File: src/clk_gen_pkg.sv
package clk_gen_pkg;

  localparam int          ADDR_W        = 8;
  localparam logic [7:0]  ADDR_FLT_UP   = 8'h00;
  localparam logic [7:0]  ADDR_FLT_LO   = 8'h04;
  localparam logic [7:0]  ADDR_TRIM     = 8'h08;
  localparam logic [7:0]  ADDR_CTRL     = 8'h0c;
  localparam logic [7:0]  ADDR_STAT     = 8'h10;

  localparam logic [1:0]  RESP_OKAY     = 2'h0;
  localparam logic [1:0]  RESP_SLVERR   = 2'h2;

  localparam int          CTRL_SEL_LSB  = 0;
  localparam int          CTRL_OSR_BIT  = 2;
  localparam int          STAT_MODE_LSB = 0;
  localparam int          STAT_STB_BIT  = 2;
  localparam int          STAT_EXT_BIT  = 3;
  localparam int          STAT_LOSS_BIT = 4;
  localparam int          FLT_UP_W      = 4;

  localparam logic [1:0]  SEL_SCM       = 2'h0;
  localparam logic [1:0]  SEL_FEI       = 2'h1;
  localparam logic [1:0]  SEL_FBE       = 2'h2;
  localparam logic [1:0]  SEL_FEE       = 2'h3;

  // Filter value for roughly 8 MHz free-running oscillator
  localparam logic [11:0] FLT_RESET     = 12'h200;
  localparam logic [7:0]  TRIM_RESET    = 8'h80;
  localparam logic [1:0]  SEL_RESET     = SEL_SCM;

  localparam int          LATCH_CYCLES  = 4;
  localparam int          XTAL_CLOCKS   = 4096;

  typedef enum logic [2:0] {
    MODE_SCM,
    MODE_FEI,
    MODE_FBE,
    MODE_FEE,
    MODE_OFF
  } mode_e;

endpackage : clk_gen_pkg

File: src/clk_gen_core.sv
// Summary of operation
// Filter value writable only while mode select is self-clocked.
// Upper filter write commits full 12-bit value with staged lower byte.
// Upper write ignored while previous latch sequence still busy.
// Trim value sets reference period; bigger value means longer period.
// Trim register survives chip reset; only power-on clears it.
// CPU stop normally turns generator off.
// Debug enabled keeps generator running through CPU stop.
// Run-in-stop keeps oscillator enabled but gates the system clock feed.
// Interrupt wake keeps prior settings and resumes clock feed.
// Wake into external modes waits for stable external reference.
// Reset applies defaults, self-clocked mode, nominal filter, keeps trim.
// Crystal needs 4096 detected clocks before external reference is used.
// Self-clocked entered after reset, off exit, select 00, lost reference; off exit with select 10 enters bypass instead.
// Self-clocked mode: loop open, oscillator on, output from oscillator.
// Self-clocked oscillator frequency follows software filter value.
// Entering self-clocked from internal engaged keeps oscillator frequency.
// From external engaged keeps frequency; extra divide-by-two removed.
// From off mode the oscillator resumes its earlier frequency.
// Off exit with select X1 waits for stable oscillator, then closes loop.
// Software writes lower filter byte before the upper register.
// Status encodes 00 self, 01 internal, 10 bypass, 11 external engaged.
// Oscillator stable flag cleared entering off, set when stable again.
//
// The placing of the registers and the AXI4-Lite interface to the registers were chosen for this implementation.
`timescale 1ns/100ps
module clk_gen_core
  import clk_gen_pkg::*;
#(
  parameter int LATCH_N = LATCH_CYCLES,
  parameter int XTAL_N  = XTAL_CLOCKS
) (
  input  wire logic              CLK_SYS_IN,
  input  wire logic              RST_N_IN,
  input  wire logic              POR_N_IN,
  input  wire logic [ADDR_W-1:0] AWADDR_IN,
  input  wire logic              AWVALID_IN,
  output logic                   AWREADY_OUT,
  input  wire logic [31:0]       WDATA_IN,
  input  wire logic [3:0]        WSTRB_IN,
  input  wire logic              WVALID_IN,
  output logic                   WREADY_OUT,
  output logic [1:0]             BRESP_OUT,
  output logic                   BVALID_OUT,
  input  wire logic              BREADY_IN,
  input  wire logic [ADDR_W-1:0] ARADDR_IN,
  input  wire logic              ARVALID_IN,
  output logic                   ARREADY_OUT,
  output logic [31:0]            RDATA_OUT,
  output logic [1:0]             RRESP_OUT,
  output logic                   RVALID_OUT,
  input  wire logic              RREADY_IN,
  input  wire logic              CPU_STOP_IN,
  input  wire logic              DEBUG_EN_IN,
  input  wire logic              EXT_REF_VALID_IN,
  input  wire logic              CLOCK_LOSS_IN,
  input  wire logic              OSC_STABLE_IN,
  input  wire logic              FLL_LOCKED_IN,
  input  wire logic              USE_XTAL_IN,
  input  wire logic              XTAL_EDGE_IN,
  input  wire logic [11:0]       FILTER_LOOP_IN,
  output logic [11:0]            FILTER_OUT,
  output logic [7:0]             TRIM_OUT,
  output logic                   OSC_EN_OUT,
  output logic                   CLK_FEED_EN_OUT,
  output logic                   LOOP_CLOSED_OUT,
  output logic                   REF_EXT_SEL_OUT,
  output logic                   DIV2_EN_OUT,
  output logic [1:0]             MODE_STATUS_OUT,
  output logic                   OSC_STABLE_OUT
);

  localparam int LW = $clog2(LATCH_N + 1);
  localparam int XW = $clog2(XTAL_N + 1);

  if (LATCH_N < 1 || XTAL_N < 1) begin : g_bad_param
    $error("clk_gen_core: counts must be at least one");
  end

  logic [1:0]        rst_sync_q;
  logic [1:0]        por_sync_q;
  logic              rst_n;
  logic              por_n;
  logic              aw_held_q;
  logic              w_held_q;
  logic [ADDR_W-1:0] waddr_q;
  logic [7:0]        wbyte_q;
  logic              wlane_q;
  logic              wr_go;
  logic              wr_up;
  logic              wr_lo;
  logic              wr_trim;
  logic              wr_ctrl;
  logic              wr_hit;
  logic              commit;
  logic [1:0]        sel_q;
  logic              osc_run_q;
  logic [7:0]        lo_stage_q;
  logic [11:0]       filter_q;
  logic [LW-1:0]     busy_q;
  logic [7:0]        trim_q;
  mode_e             mode_q;
  mode_e             mode_d;
  logic              stop_eff;
  logic              ext_ok;
  logic [XW-1:0]     xtal_cnt_q;
  logic              xtal_done;
  logic              wake_q;
  logic              stable_q;
  logic [7:0]        rd_val;
  logic              rd_hit;

  assign rst_n = rst_sync_q[1];
  assign por_n = por_sync_q[1];

  always_ff @(posedge CLK_SYS_IN or negedge RST_N_IN) begin
    if (!RST_N_IN) begin
      rst_sync_q <= 2'h0;
    end else begin
      rst_sync_q <= {rst_sync_q[0], 1'b1};
    end
  end

  always_ff @(posedge CLK_SYS_IN or negedge POR_N_IN) begin
    if (!POR_N_IN) begin
      por_sync_q <= 2'h0;
    end else begin
      por_sync_q <= {por_sync_q[0], 1'b1};
    end
  end

  // Write channel: address and data accepted in either order
  always_ff @(posedge CLK_SYS_IN or negedge rst_n) begin
    if (!rst_n) begin
      aw_held_q <= 1'b0;
      w_held_q  <= 1'b0;
      waddr_q   <= '0;
      wbyte_q   <= 8'h00;
      wlane_q   <= 1'b0;
      BVALID_OUT <= 1'b0;
      BRESP_OUT <= RESP_OKAY;
    end else begin
      if (AWVALID_IN && AWREADY_OUT) begin
        aw_held_q <= 1'b1;
        waddr_q   <= AWADDR_IN;
      end
      if (WVALID_IN && WREADY_OUT) begin
        w_held_q <= 1'b1;
        wbyte_q  <= WDATA_IN[7:0];
        wlane_q  <= WSTRB_IN[0];
      end
      if (wr_go) begin
        aw_held_q  <= 1'b0;
        w_held_q   <= 1'b0;
        BVALID_OUT <= 1'b1;
        BRESP_OUT  <= wr_hit ? RESP_OKAY : RESP_SLVERR;
      end else if (BVALID_OUT && BREADY_IN) begin
        BVALID_OUT <= 1'b0;
      end
    end
  end

  always_comb begin
    AWREADY_OUT = !aw_held_q && !BVALID_OUT;
    WREADY_OUT  = !w_held_q && !BVALID_OUT;
  end

  assign wr_go   = aw_held_q && w_held_q && !BVALID_OUT;
  assign wr_up   = wr_go && wlane_q && (waddr_q[7:2] == ADDR_FLT_UP[7:2]);
  assign wr_lo   = wr_go && wlane_q && (waddr_q[7:2] == ADDR_FLT_LO[7:2]);
  assign wr_trim = wr_go && wlane_q && (waddr_q[7:2] == ADDR_TRIM[7:2]);
  assign wr_ctrl = wr_go && wlane_q && (waddr_q[7:2] == ADDR_CTRL[7:2]);
  assign wr_hit  = (waddr_q[7:2] == ADDR_FLT_UP[7:2]) || (waddr_q[7:2] == ADDR_FLT_LO[7:2]) ||
                   (waddr_q[7:2] == ADDR_TRIM[7:2]) || (waddr_q[7:2] == ADDR_CTRL[7:2]) ||
                   (waddr_q[7:2] == ADDR_STAT[7:2]);
  assign commit  = wr_up && (sel_q == SEL_SCM) && (busy_q == '0);

  always_ff @(posedge CLK_SYS_IN or negedge rst_n) begin
    if (!rst_n) begin
      sel_q     <= SEL_RESET;
      osc_run_q <= 1'b0;
    end else if (wr_ctrl) begin
      sel_q     <= wbyte_q[CTRL_SEL_LSB +: 2];
      osc_run_q <= wbyte_q[CTRL_OSR_BIT];
    end
  end

  // Lower byte only staged; upper write makes the 12-bit value live at once
  always_ff @(posedge CLK_SYS_IN or negedge rst_n) begin
    if (!rst_n) begin
      lo_stage_q <= FLT_RESET[7:0];
    end else if (wr_lo && (sel_q == SEL_SCM)) begin
      lo_stage_q <= wbyte_q;
    end
  end

  always_ff @(posedge CLK_SYS_IN or negedge rst_n) begin
    if (!rst_n) begin
      filter_q <= FLT_RESET;
    end else if (commit) begin
      filter_q <= {wbyte_q[FLT_UP_W-1:0], lo_stage_q};
    end else if (mode_q == MODE_FEI || mode_q == MODE_FEE) begin
      filter_q <= FILTER_LOOP_IN;
    end
  end
  // Holding in self-clocked, off and bypass keeps the frequency R16 R17 R18

  // Latch sequence models the hand-over into the oscillator domain
  always_ff @(posedge CLK_SYS_IN or negedge rst_n) begin
    if (!rst_n) begin
      busy_q <= '0;
    end else if (commit) begin
      busy_q <= LW'(LATCH_N);
    end else if (busy_q != '0) begin
      busy_q <= busy_q - LW'(1);
    end
  end

  // Trim lives on power-on reset only so chip resets keep calibration
  always_ff @(posedge CLK_SYS_IN or negedge por_n) begin
    if (!por_n) begin
      trim_q <= TRIM_RESET;
    end else if (wr_trim) begin
      trim_q <= wbyte_q;
    end
  end

  // Crystal edges counted; oscillator halted in off restarts the count
  always_ff @(posedge CLK_SYS_IN or negedge rst_n) begin
    if (!rst_n) begin
      xtal_cnt_q <= '0;
    end else if (mode_q == MODE_OFF && !osc_run_q) begin
      xtal_cnt_q <= '0;
    end else if (XTAL_EDGE_IN && !xtal_done) begin
      xtal_cnt_q <= xtal_cnt_q + XW'(1);
    end
  end

  assign xtal_done = (xtal_cnt_q == XW'(XTAL_N));
  assign ext_ok    = EXT_REF_VALID_IN && (!USE_XTAL_IN || xtal_done);
  assign stop_eff  = CPU_STOP_IN && !DEBUG_EN_IN;

  always_comb begin
    mode_d = mode_q;
    unique case (mode_q)
      MODE_OFF: begin
        if (!stop_eff) begin
          mode_d = (sel_q == SEL_FBE) ? MODE_FBE : MODE_SCM;
        end
      end
      MODE_SCM, MODE_FEI, MODE_FBE, MODE_FEE: begin
        if (stop_eff) begin
          mode_d = MODE_OFF;
        end else if (sel_q[1] && !EXT_REF_VALID_IN && CLOCK_LOSS_IN) begin
          mode_d = MODE_SCM;
        end else begin
          unique case (sel_q)
            SEL_SCM: mode_d = MODE_SCM;
            SEL_FEI: begin
              if (!wake_q || stable_q) begin
                mode_d = MODE_FEI;
              end
            end
            SEL_FBE: begin
              if (ext_ok || mode_q == MODE_FBE) begin
                mode_d = MODE_FBE;
              end
            end
            SEL_FEE: begin
              if (mode_q == MODE_FEE && CLOCK_LOSS_IN) begin
                mode_d = MODE_FBE;
              end else if (ext_ok && stable_q) begin
                mode_d = MODE_FEE;
              end
            end
          endcase
        end
      end
    endcase
  end

  always_ff @(posedge CLK_SYS_IN or negedge rst_n) begin
    if (!rst_n) begin
      mode_q <= MODE_SCM;
    end else begin
      mode_q <= mode_d;
    end
  end

  // Wake flag keeps a X1 select in self-clocked mode until stable
  always_ff @(posedge CLK_SYS_IN or negedge rst_n) begin
    if (!rst_n) begin
      wake_q <= 1'b0;
    end else if (mode_q == MODE_OFF && mode_d != MODE_OFF) begin
      wake_q <= 1'b1;
    end else if (stable_q) begin
      wake_q <= 1'b0;
    end
  end

  always_ff @(posedge CLK_SYS_IN or negedge rst_n) begin
    if (!rst_n) begin
      stable_q <= 1'b0;
    end else if (mode_q == MODE_OFF) begin
      stable_q <= 1'b0;
    end else if (OSC_STABLE_IN) begin
      stable_q <= 1'b1;
    end
  end

  // Extra halving only until first lock after entering external engaged
  always_ff @(posedge CLK_SYS_IN or negedge rst_n) begin
    if (!rst_n) begin
      DIV2_EN_OUT <= 1'b0;
    end else if (mode_q != MODE_FEE) begin
      DIV2_EN_OUT <= (mode_d == MODE_FEE);
    end else if (FLL_LOCKED_IN || mode_d != MODE_FEE) begin
      DIV2_EN_OUT <= 1'b0;
    end
  end

  always_ff @(posedge CLK_SYS_IN or negedge rst_n) begin
    if (!rst_n) begin
      OSC_EN_OUT      <= 1'b1;
      CLK_FEED_EN_OUT <= 1'b1;
      LOOP_CLOSED_OUT <= 1'b0;
      REF_EXT_SEL_OUT <= 1'b0;
      OSC_STABLE_OUT  <= 1'b0;
      FILTER_OUT      <= FLT_RESET;
    end else begin
      OSC_EN_OUT      <= (mode_q != MODE_FBE) && (mode_q != MODE_OFF || osc_run_q);
      CLK_FEED_EN_OUT <= (mode_q != MODE_OFF) && (mode_q != MODE_FBE || ext_ok);
      LOOP_CLOSED_OUT <= (mode_q == MODE_FEI) || (mode_q == MODE_FEE);
      REF_EXT_SEL_OUT <= (mode_q == MODE_FBE) || (mode_q == MODE_FEE);
      OSC_STABLE_OUT  <= stable_q;
      FILTER_OUT      <= filter_q;
    end
  end

  always_ff @(posedge CLK_SYS_IN or negedge por_n) begin
    if (!por_n) begin
      TRIM_OUT <= TRIM_RESET;
    end else begin
      TRIM_OUT <= trim_q;
    end
  end

  // Status freezes during off so software sees the mode to be resumed
  always_ff @(posedge CLK_SYS_IN or negedge rst_n) begin
    if (!rst_n) begin
      MODE_STATUS_OUT <= SEL_SCM;
    end else begin
      unique case (mode_q)
        MODE_SCM: MODE_STATUS_OUT <= SEL_SCM;
        MODE_FEI: MODE_STATUS_OUT <= SEL_FEI;
        MODE_FBE: MODE_STATUS_OUT <= SEL_FBE;
        MODE_FEE: MODE_STATUS_OUT <= SEL_FEE;
        MODE_OFF: MODE_STATUS_OUT <= MODE_STATUS_OUT;
      endcase
    end
  end

  always_comb begin
    rd_hit = 1'b1;
    rd_val = 8'h00;
    unique case (ARADDR_IN[7:2])
      ADDR_FLT_UP[7:2]: rd_val = {4'h0, filter_q[11:8]};
      ADDR_FLT_LO[7:2]: rd_val = filter_q[7:0];
      ADDR_TRIM[7:2]:   rd_val = trim_q;
      ADDR_CTRL[7:2]:   rd_val = {5'h00, osc_run_q, sel_q};
      ADDR_STAT[7:2]:   rd_val = {3'h0, CLOCK_LOSS_IN, EXT_REF_VALID_IN, stable_q,
                                  MODE_STATUS_OUT};
      default:          rd_hit = 1'b0;
    endcase
  end

  always_ff @(posedge CLK_SYS_IN or negedge rst_n) begin
    if (!rst_n) begin
      ARREADY_OUT <= 1'b1;
      RVALID_OUT  <= 1'b0;
      RDATA_OUT   <= 32'h0000_0000;
      RRESP_OUT   <= RESP_OKAY;
    end else if (ARVALID_IN && ARREADY_OUT) begin
      ARREADY_OUT <= 1'b0;
      RVALID_OUT  <= 1'b1;
      RDATA_OUT   <= {24'h00_0000, rd_val};
      RRESP_OUT   <= rd_hit ? RESP_OKAY : RESP_SLVERR;
    end else if (RVALID_OUT && RREADY_IN) begin
      ARREADY_OUT <= 1'b1;
      RVALID_OUT  <= 1'b0;
    end
  end
endmodule : clk_gen_core

File: config.mk
export PLATFORM = sky130hd
export DESIGN_NAME = clk_gen_core
export DESIGN_NICKNAME = d
export VERILOG_FILES = /design/src/clk_gen_pkg.sv /design/src/clk_gen_core.sv
export SDC_FILE = /design/constraint.sdc
export NUM_CORES = 1
export LEC_CHECK = 0
export BUFFER_PORTS_ARGS = -buffer_cell sky130_fd_sc_hd__buf_2
export CORE_MARGIN = 5
export CORE_UTILIZATION = 40
export DETAILED_ROUTE_END_ITERATION = 8
export PLACE_DENSITY_LB_ADDON = 0.2
export SLEW_MARGIN = 5
export SYNTH_ARGS = -nofsm -noshare
export SYNTH_HDL_FRONTEND = slang
export SYNTH_SLANG_ARGS = --single-unit
File: constraint.sdc
create_clock -name CLK_SYS_IN -period 3.8 [get_ports CLK_SYS_IN]
set_input_delay 0.19 -clock CLK_SYS_IN [delete_from_list [all_inputs] [get_ports CLK_SYS_IN]]
set_output_delay 0.19 -clock CLK_SYS_IN [all_outputs]
set_load 0.03 [all_outputs]
# [Word-level counts from Yosys, hierarchy flattened]
# Cells that the tools add are included.
[word_totals] input_bits=80 elab_cells=160 reg_bits=118 out_inout_bits=69
[classes] muxes=37 reduce_logical=67 add_sub_neg=2 n_eq_ne=22
[ops] operator="$pmux 8 s5" count=1
[ops] operator="$logic_and 1x1->1" count=28
[ops] operator="$mux 3" count=9
[ops] operator="$mux 13" count=2
[ops] operator="$eq 6x2->1 const B" count=4
[ops] operator="$mux 12" count=2
[ops] operator="$reduce_bool 2->1" count=10
[ops] operator="$mux 1" count=17
[ops] operator="$add 13x1->13 const B" count=1
[ops] operator="$eq 13x13->1 const B" count=1
[ops] operator="$eq 6x1->1 const B" count=2
[ops] operator="$eq 6x3->1 const B" count=2
[ops] operator="$logic_not 6->1" count=2
[ops] operator="$logic_or 1x1->1" count=12
[ops] operator="$pmux 3 s4" count=1
[ops] operator="$eq 3x2->1 const B" count=3
[ops] operator="$logic_not 1->1" count=9
[ops] operator="$ne 3x2->1 const B" count=3
[ops] operator="$pmux 2 s4" count=1
[ops] operator="$logic_not 3->1" count=2
[ops] operator="$mux 2" count=3
[ops] operator="$ne 3x3->1 const B" count=2
[ops] operator="$pmux 3 s2" count=1
[ops] operator="$reduce_or 5->1" count=1
[ops] operator="other kinds (8)" count=9

# [Depth between registers and ports, before layout]
[logic_depth] depth_word=14 depth_mapped=7 ltp_nobuf=7

# [Worst setup path before layout]
# No wires, ideal clock.
[synth_timing] kind="register to register" start="register BVALID_OUT" end="register wbyte_q[0]" required_time_ps=3675 arrival_time_ps=1864 n_path_buf=1 path_stages_with_launch=5 slack_ps=1811 synth_period_minus_slack_ps=1989 cell_sequence="dfrtp_1 -> nor2_1 -> and2_1 -> clkbuf_1 -> mux2_2"
[synth_between] elab_chain_len=3
[synth_lines] element="start: declaration" line="clk_gen_core.sv:44" rtl="output logic BVALID_OUT,"
[synth_lines] element="start signal: assignment" line="clk_gen_core.sv:140" rtl="BVALID_OUT <= 1'b0;"
[synth_lines] element="start signal: assignment" line="clk_gen_core.sv:155" rtl="BVALID_OUT <= 1'b1;"
[synth_lines] element="start signal: assignment" line="clk_gen_core.sv:158" rtl="BVALID_OUT <= 1'b0;"
[synth_lines] element="$logic_not 1->1" line="clk_gen_core.sv:165" rtl="WREADY_OUT = !w_held_q && !BVALID_OUT;"
[synth_lines] element="$logic_and 1x1->1" line="clk_gen_core.sv:165"
[synth_lines] element="named net WREADY_OUT" line="clk_gen_core.sv:42" rtl="output logic WREADY_OUT,"
[synth_lines] element="$logic_and 1x1->1" line="clk_gen_core.sv:147" rtl="if (WVALID_IN && WREADY_OUT) begin"
[synth_lines] element="end signal: assignment" line="clk_gen_core.sv:149" rtl="wbyte_q <= WDATA_IN[7:0];"
[synth_lines] element="end: declaration" line="clk_gen_core.sv:87" rtl="logic [7:0] wbyte_q;"
# The timed path passes the listed nets, and every way through them passes these cells.
# A chain may end at the register's enable or synchronous reset.

# [Worst setup path in the final report]
[layout_timing] start="register busy_q[0]" end="register filter_q[8]"
[layout_between] elab_chain_len=3 elab_cells_between_ends=4 classes_between="mux (1); reduce/logical (3)"
[layout_lines] element="start: declaration" line="clk_gen_core.sv:100" rtl="logic [LW-1:0] busy_q;"
[layout_lines] element="start signal: assignment" line="clk_gen_core.sv:213" rtl="busy_q <= LW'(LATCH_N);"
[layout_lines] element="start signal: assignment" line="clk_gen_core.sv:215" rtl="busy_q <= busy_q - LW'(1);"
[layout_lines] element="$logic_not 3->1 *" line="clk_gen_core.sv:176" rtl="assign commit = wr_up && (sel_q == SEL_SCM) && (busy_q == '0);"
[layout_lines] element="$logic_and 1x1->1 *" line="clk_gen_core.sv:176"
[layout_lines] element="$mux 12 or $reduce_bool 2->1 (tied branches)"
[layout_lines] element="end signal: assignment" line="clk_gen_core.sv:201" rtl="filter_q <= {wbyte_q[FLT_UP_W-1:0], lo_stage_q};"
[layout_lines] element="end: declaration" line="clk_gen_core.sv:99" rtl="logic [11:0] filter_q;"
# Mark *: on every way between the ends. The rest lies on a longest branch, timed or not.

==> reports/qor.yml <==
final_nets: 607
cp.required_ps: 4030
r2r_slack_ps: 1580
ys_ff_latch: 114
cts_root_buf: "clkbuf_16"
min-delay-start: "WDATA_IN[5]"
layout_min_cycle_time_ps: 2220
netlist_instances: 413
syn_area_per_cell_um2: 12.0
route.detailed.drc: 0
rsz0062_at_grt: "false"
ys_warn_count: 0
top_layer: "met4"
dp.final_hpwl_mm: 7.75
critPathKind: "reg -> reg"
cpLargestDelayFamily: "simple AND/OR/NAND/NOR gates"
cp_max_fo: 24
clkSlewWorstSetupHoldPaths_ps: 50
ys_top_cells_by_area: "dfrtp_1 54%, mux2_2 7.7%, buf_4 3.9%"
dieArea_um2: 14700
routed_wl_mm: 10.6
core_area_um2: 12100
wl_met2_mm: 4.97
final_core_util: 0.512
yosysTopAreaCell: "dfrtp_1"
n_antenna_cell: 0
cp-end-kind: "flip-flop"
wire_per_inst_um: 15.1
viasPerCell: 4.79
cts_resized: 0
track_usage: 0.152
clock_sinks: 114
post_cts_buffers: 0
met3WireLength_um: 822
grt_pass1_wl_mm: 17.1
die_w_um: 121
worst-path-buf-inv: 1
crit_path_start_kind: "flip-flop"
fillCellCount: 1061
hold_depth: 2
grt_pass1_vias: 3291
rows: 40
max_stage_delay_ps: 870
insertion_delay_ps: 400
hold-path-endpoint: "wbyte_q[5]"
htree_levels: 4
drtAntennaViolNets: 0
placedInstanceArea_um2: 5470
p_leak_nw: 2.90
io_pins: 149
maxCapViolations: 0
r2r_start: "busy_q[0]"
cts_buffers: 17
m1WireLength_mm: 4.75
hold_slack_ps: 18.6
grt_max_degree: 74
ys_top_cells_by_count: "107 x dfrtp_1, 37 x nand2_1, 34 x mux2_2"
drv_slew: 0
synthArstFlopShare: 1.00
cellPowerDensity_nw_per_um2: 766
hold_class: "in -> reg"
clock.fmax_mhz: 450
fin_crit_sh: 0.584
yosysTopAreaCellShare: 0.542
worstReg2RegEnd: "filter_q[8]"
vdd_drop_max_v: 0.000312
r2r_cells: 5
antenna_found_initial: 0
place_ws_ps: 1550
ys_types: 52
cts_tree: "yes"
drive_gt1_frac: 0.334
yosysMostFrequentCell: "dfrtp_1"
grt_overflow_total: 0
fin_tns_setup_ps: 0
final-hold-violation-count: 0
dr.first_iter.drc_count: 276
portBuffers: 91
synth-edff-count: 0
cp_slowest_cell: "nor4b_4"
cp_cell_sequence: "inv_1 > ha_1 > nor2b_1 > nor4b_4 > o21ai_0"
dieHeight_um: 121
relSlewSlack: 0.322
crit_cells: 5
final_area_um2: 6180
netlist_area_um2: 4940
routabilityCongestion: 0.801
tightestPinTransition_ps: 1020
clockBufferDepth: 2
start_util: 0.410
finClkSkew_ps: 9.43
drt_first_pass_iters: 4
synth-main-ff-cell: "dfrtp_1"
status: "completed"
yosysSeqAreaShare: 0.579
num_vias: 3371
crit_arrival_ps: 2450
setup_violations: 0
area.growth.synth_to_final_pct: 25.1
setup_slack_ps: 1580
==> power by group <==
group	internal, mW	leakage, nW	switching (mW)	total [mW]
clock	1.07	0.289	0.550	1.62
sequential	1.64	1.43	0.339	1.98
combinational	0.470	1.19	0.669	1.14
==> kinds of logic (layout without fill, tap and decap cells) <==
group | count (synthesis) | count (layout) | share of synthesized area
multiplexers | 52 | 52 | 0.122
other | 2 | 28 | 0.00152
XOR/XNOR | 9 | 9 | 0.0160
AND/OR/NAND/NOR | 116 | 116 | 0.126
adder cells (fa/ha/maj) | 4 | 4 | 0.0101
buffers and inverters | 49 | 146 | 0.0603
flip-flops | 114 | 114 | 0.579
AO/OA/AOI/OAI | 67 | 67 | 0.0848
==> routing by layer <==
metal | GRT usage | vias to the layer above
met2 | 0.230 | 112
li1 | - | 1616
met4 | 0.0441 | 0
met3 | 0.0629 | 9
met1 | 0.201 | 1634
met5 | 0 | -
==> worst register-to-register path, cell delays in order (launching register included) <==
cell and delay, ps:
dfrtp_1 380, inv_1 90, ha_1 190, nor2b_1 300
nor4b_4 870, o21ai_0 220
==> stage by stage <==
stage / power (mW) / std cells
5_1_grt: 5.00 / 704
3_5_place_dp: 3.14 / 662
6_report: 4.73 / 704
4_1_cts: 4.78 / 700
2_1_floorplan: 2.78 / 439
3_3_place_gp: 3.10 / 662
==> how the worst max path moves through the flow <==
stage	startpoint	endpoint	slack, ps
global route	busy_q[0]	filter_q[3]	1300
detailed placement	busy_q[0]	filter_q[8]	1550
CTS	busy_q[0]	filter_q[8]	1550
floorplan	rst_sync_q[1]	BRESP_OUT[1]	940
finish	busy_q[0]	filter_q[8]	1580
global placement	busy_q[0]	filter_q[7]	1630
==> cell usage in the layout (no fill, tap or decap), drive strengths merged, types with 9 or more instances in the layout <==
| cell type | n |
|---|---|
| dfrtp | 107 |
| buf | 93 |
| nand2 | 37 |
| mux2 | 34 |
| o21ai | 30 |
| conb | 28 |
| nor2 | 22 |
| clkbuf | 20 |
| mux2i | 15 |
| inv | 12 |
| nor2b | 11 |
| dlygate4sd3 | 10 |
| a21oi | 9 |
==> registers in the layout (all words and copies together) (netlist names), 3 cells and up <==
signal	cells
TRIM_OUT	8
mode_q	3
filter_q	12
lo_stage_q	8
FILTER_OUT	12
RDATA_OUT	8
xtal_cnt_q	13
busy_q	3
waddr_q	6
wbyte_q	8
trim_q	8
==> what timing repair did <==
item / 4_1_cts / 5_1_grt
endpoints found under the hold margin: 7 / 4
hold buffers: 6 / 4
setup endpoints to repair: 0 / 0
==> layout make-up <==
| class | instances | area (um^2) | share of cell area |
|---|---|---|---|
| well taps | 168 | 210 | 0.0340 |
| multi-input cells | 276 | 1880 | 0.304 |
| flip-flops and latches | 114 | 2870 | 0.464 |
| clock inverters | 12 | 156 | 0.0253 |
| inverters | 11 | 41.3 | 0.00668 |
| repair buffers | 103 | 571 | 0.0923 |
| clock buffers | 20 | 457 | 0.0739 |
(Power assumes the default switching activity.)
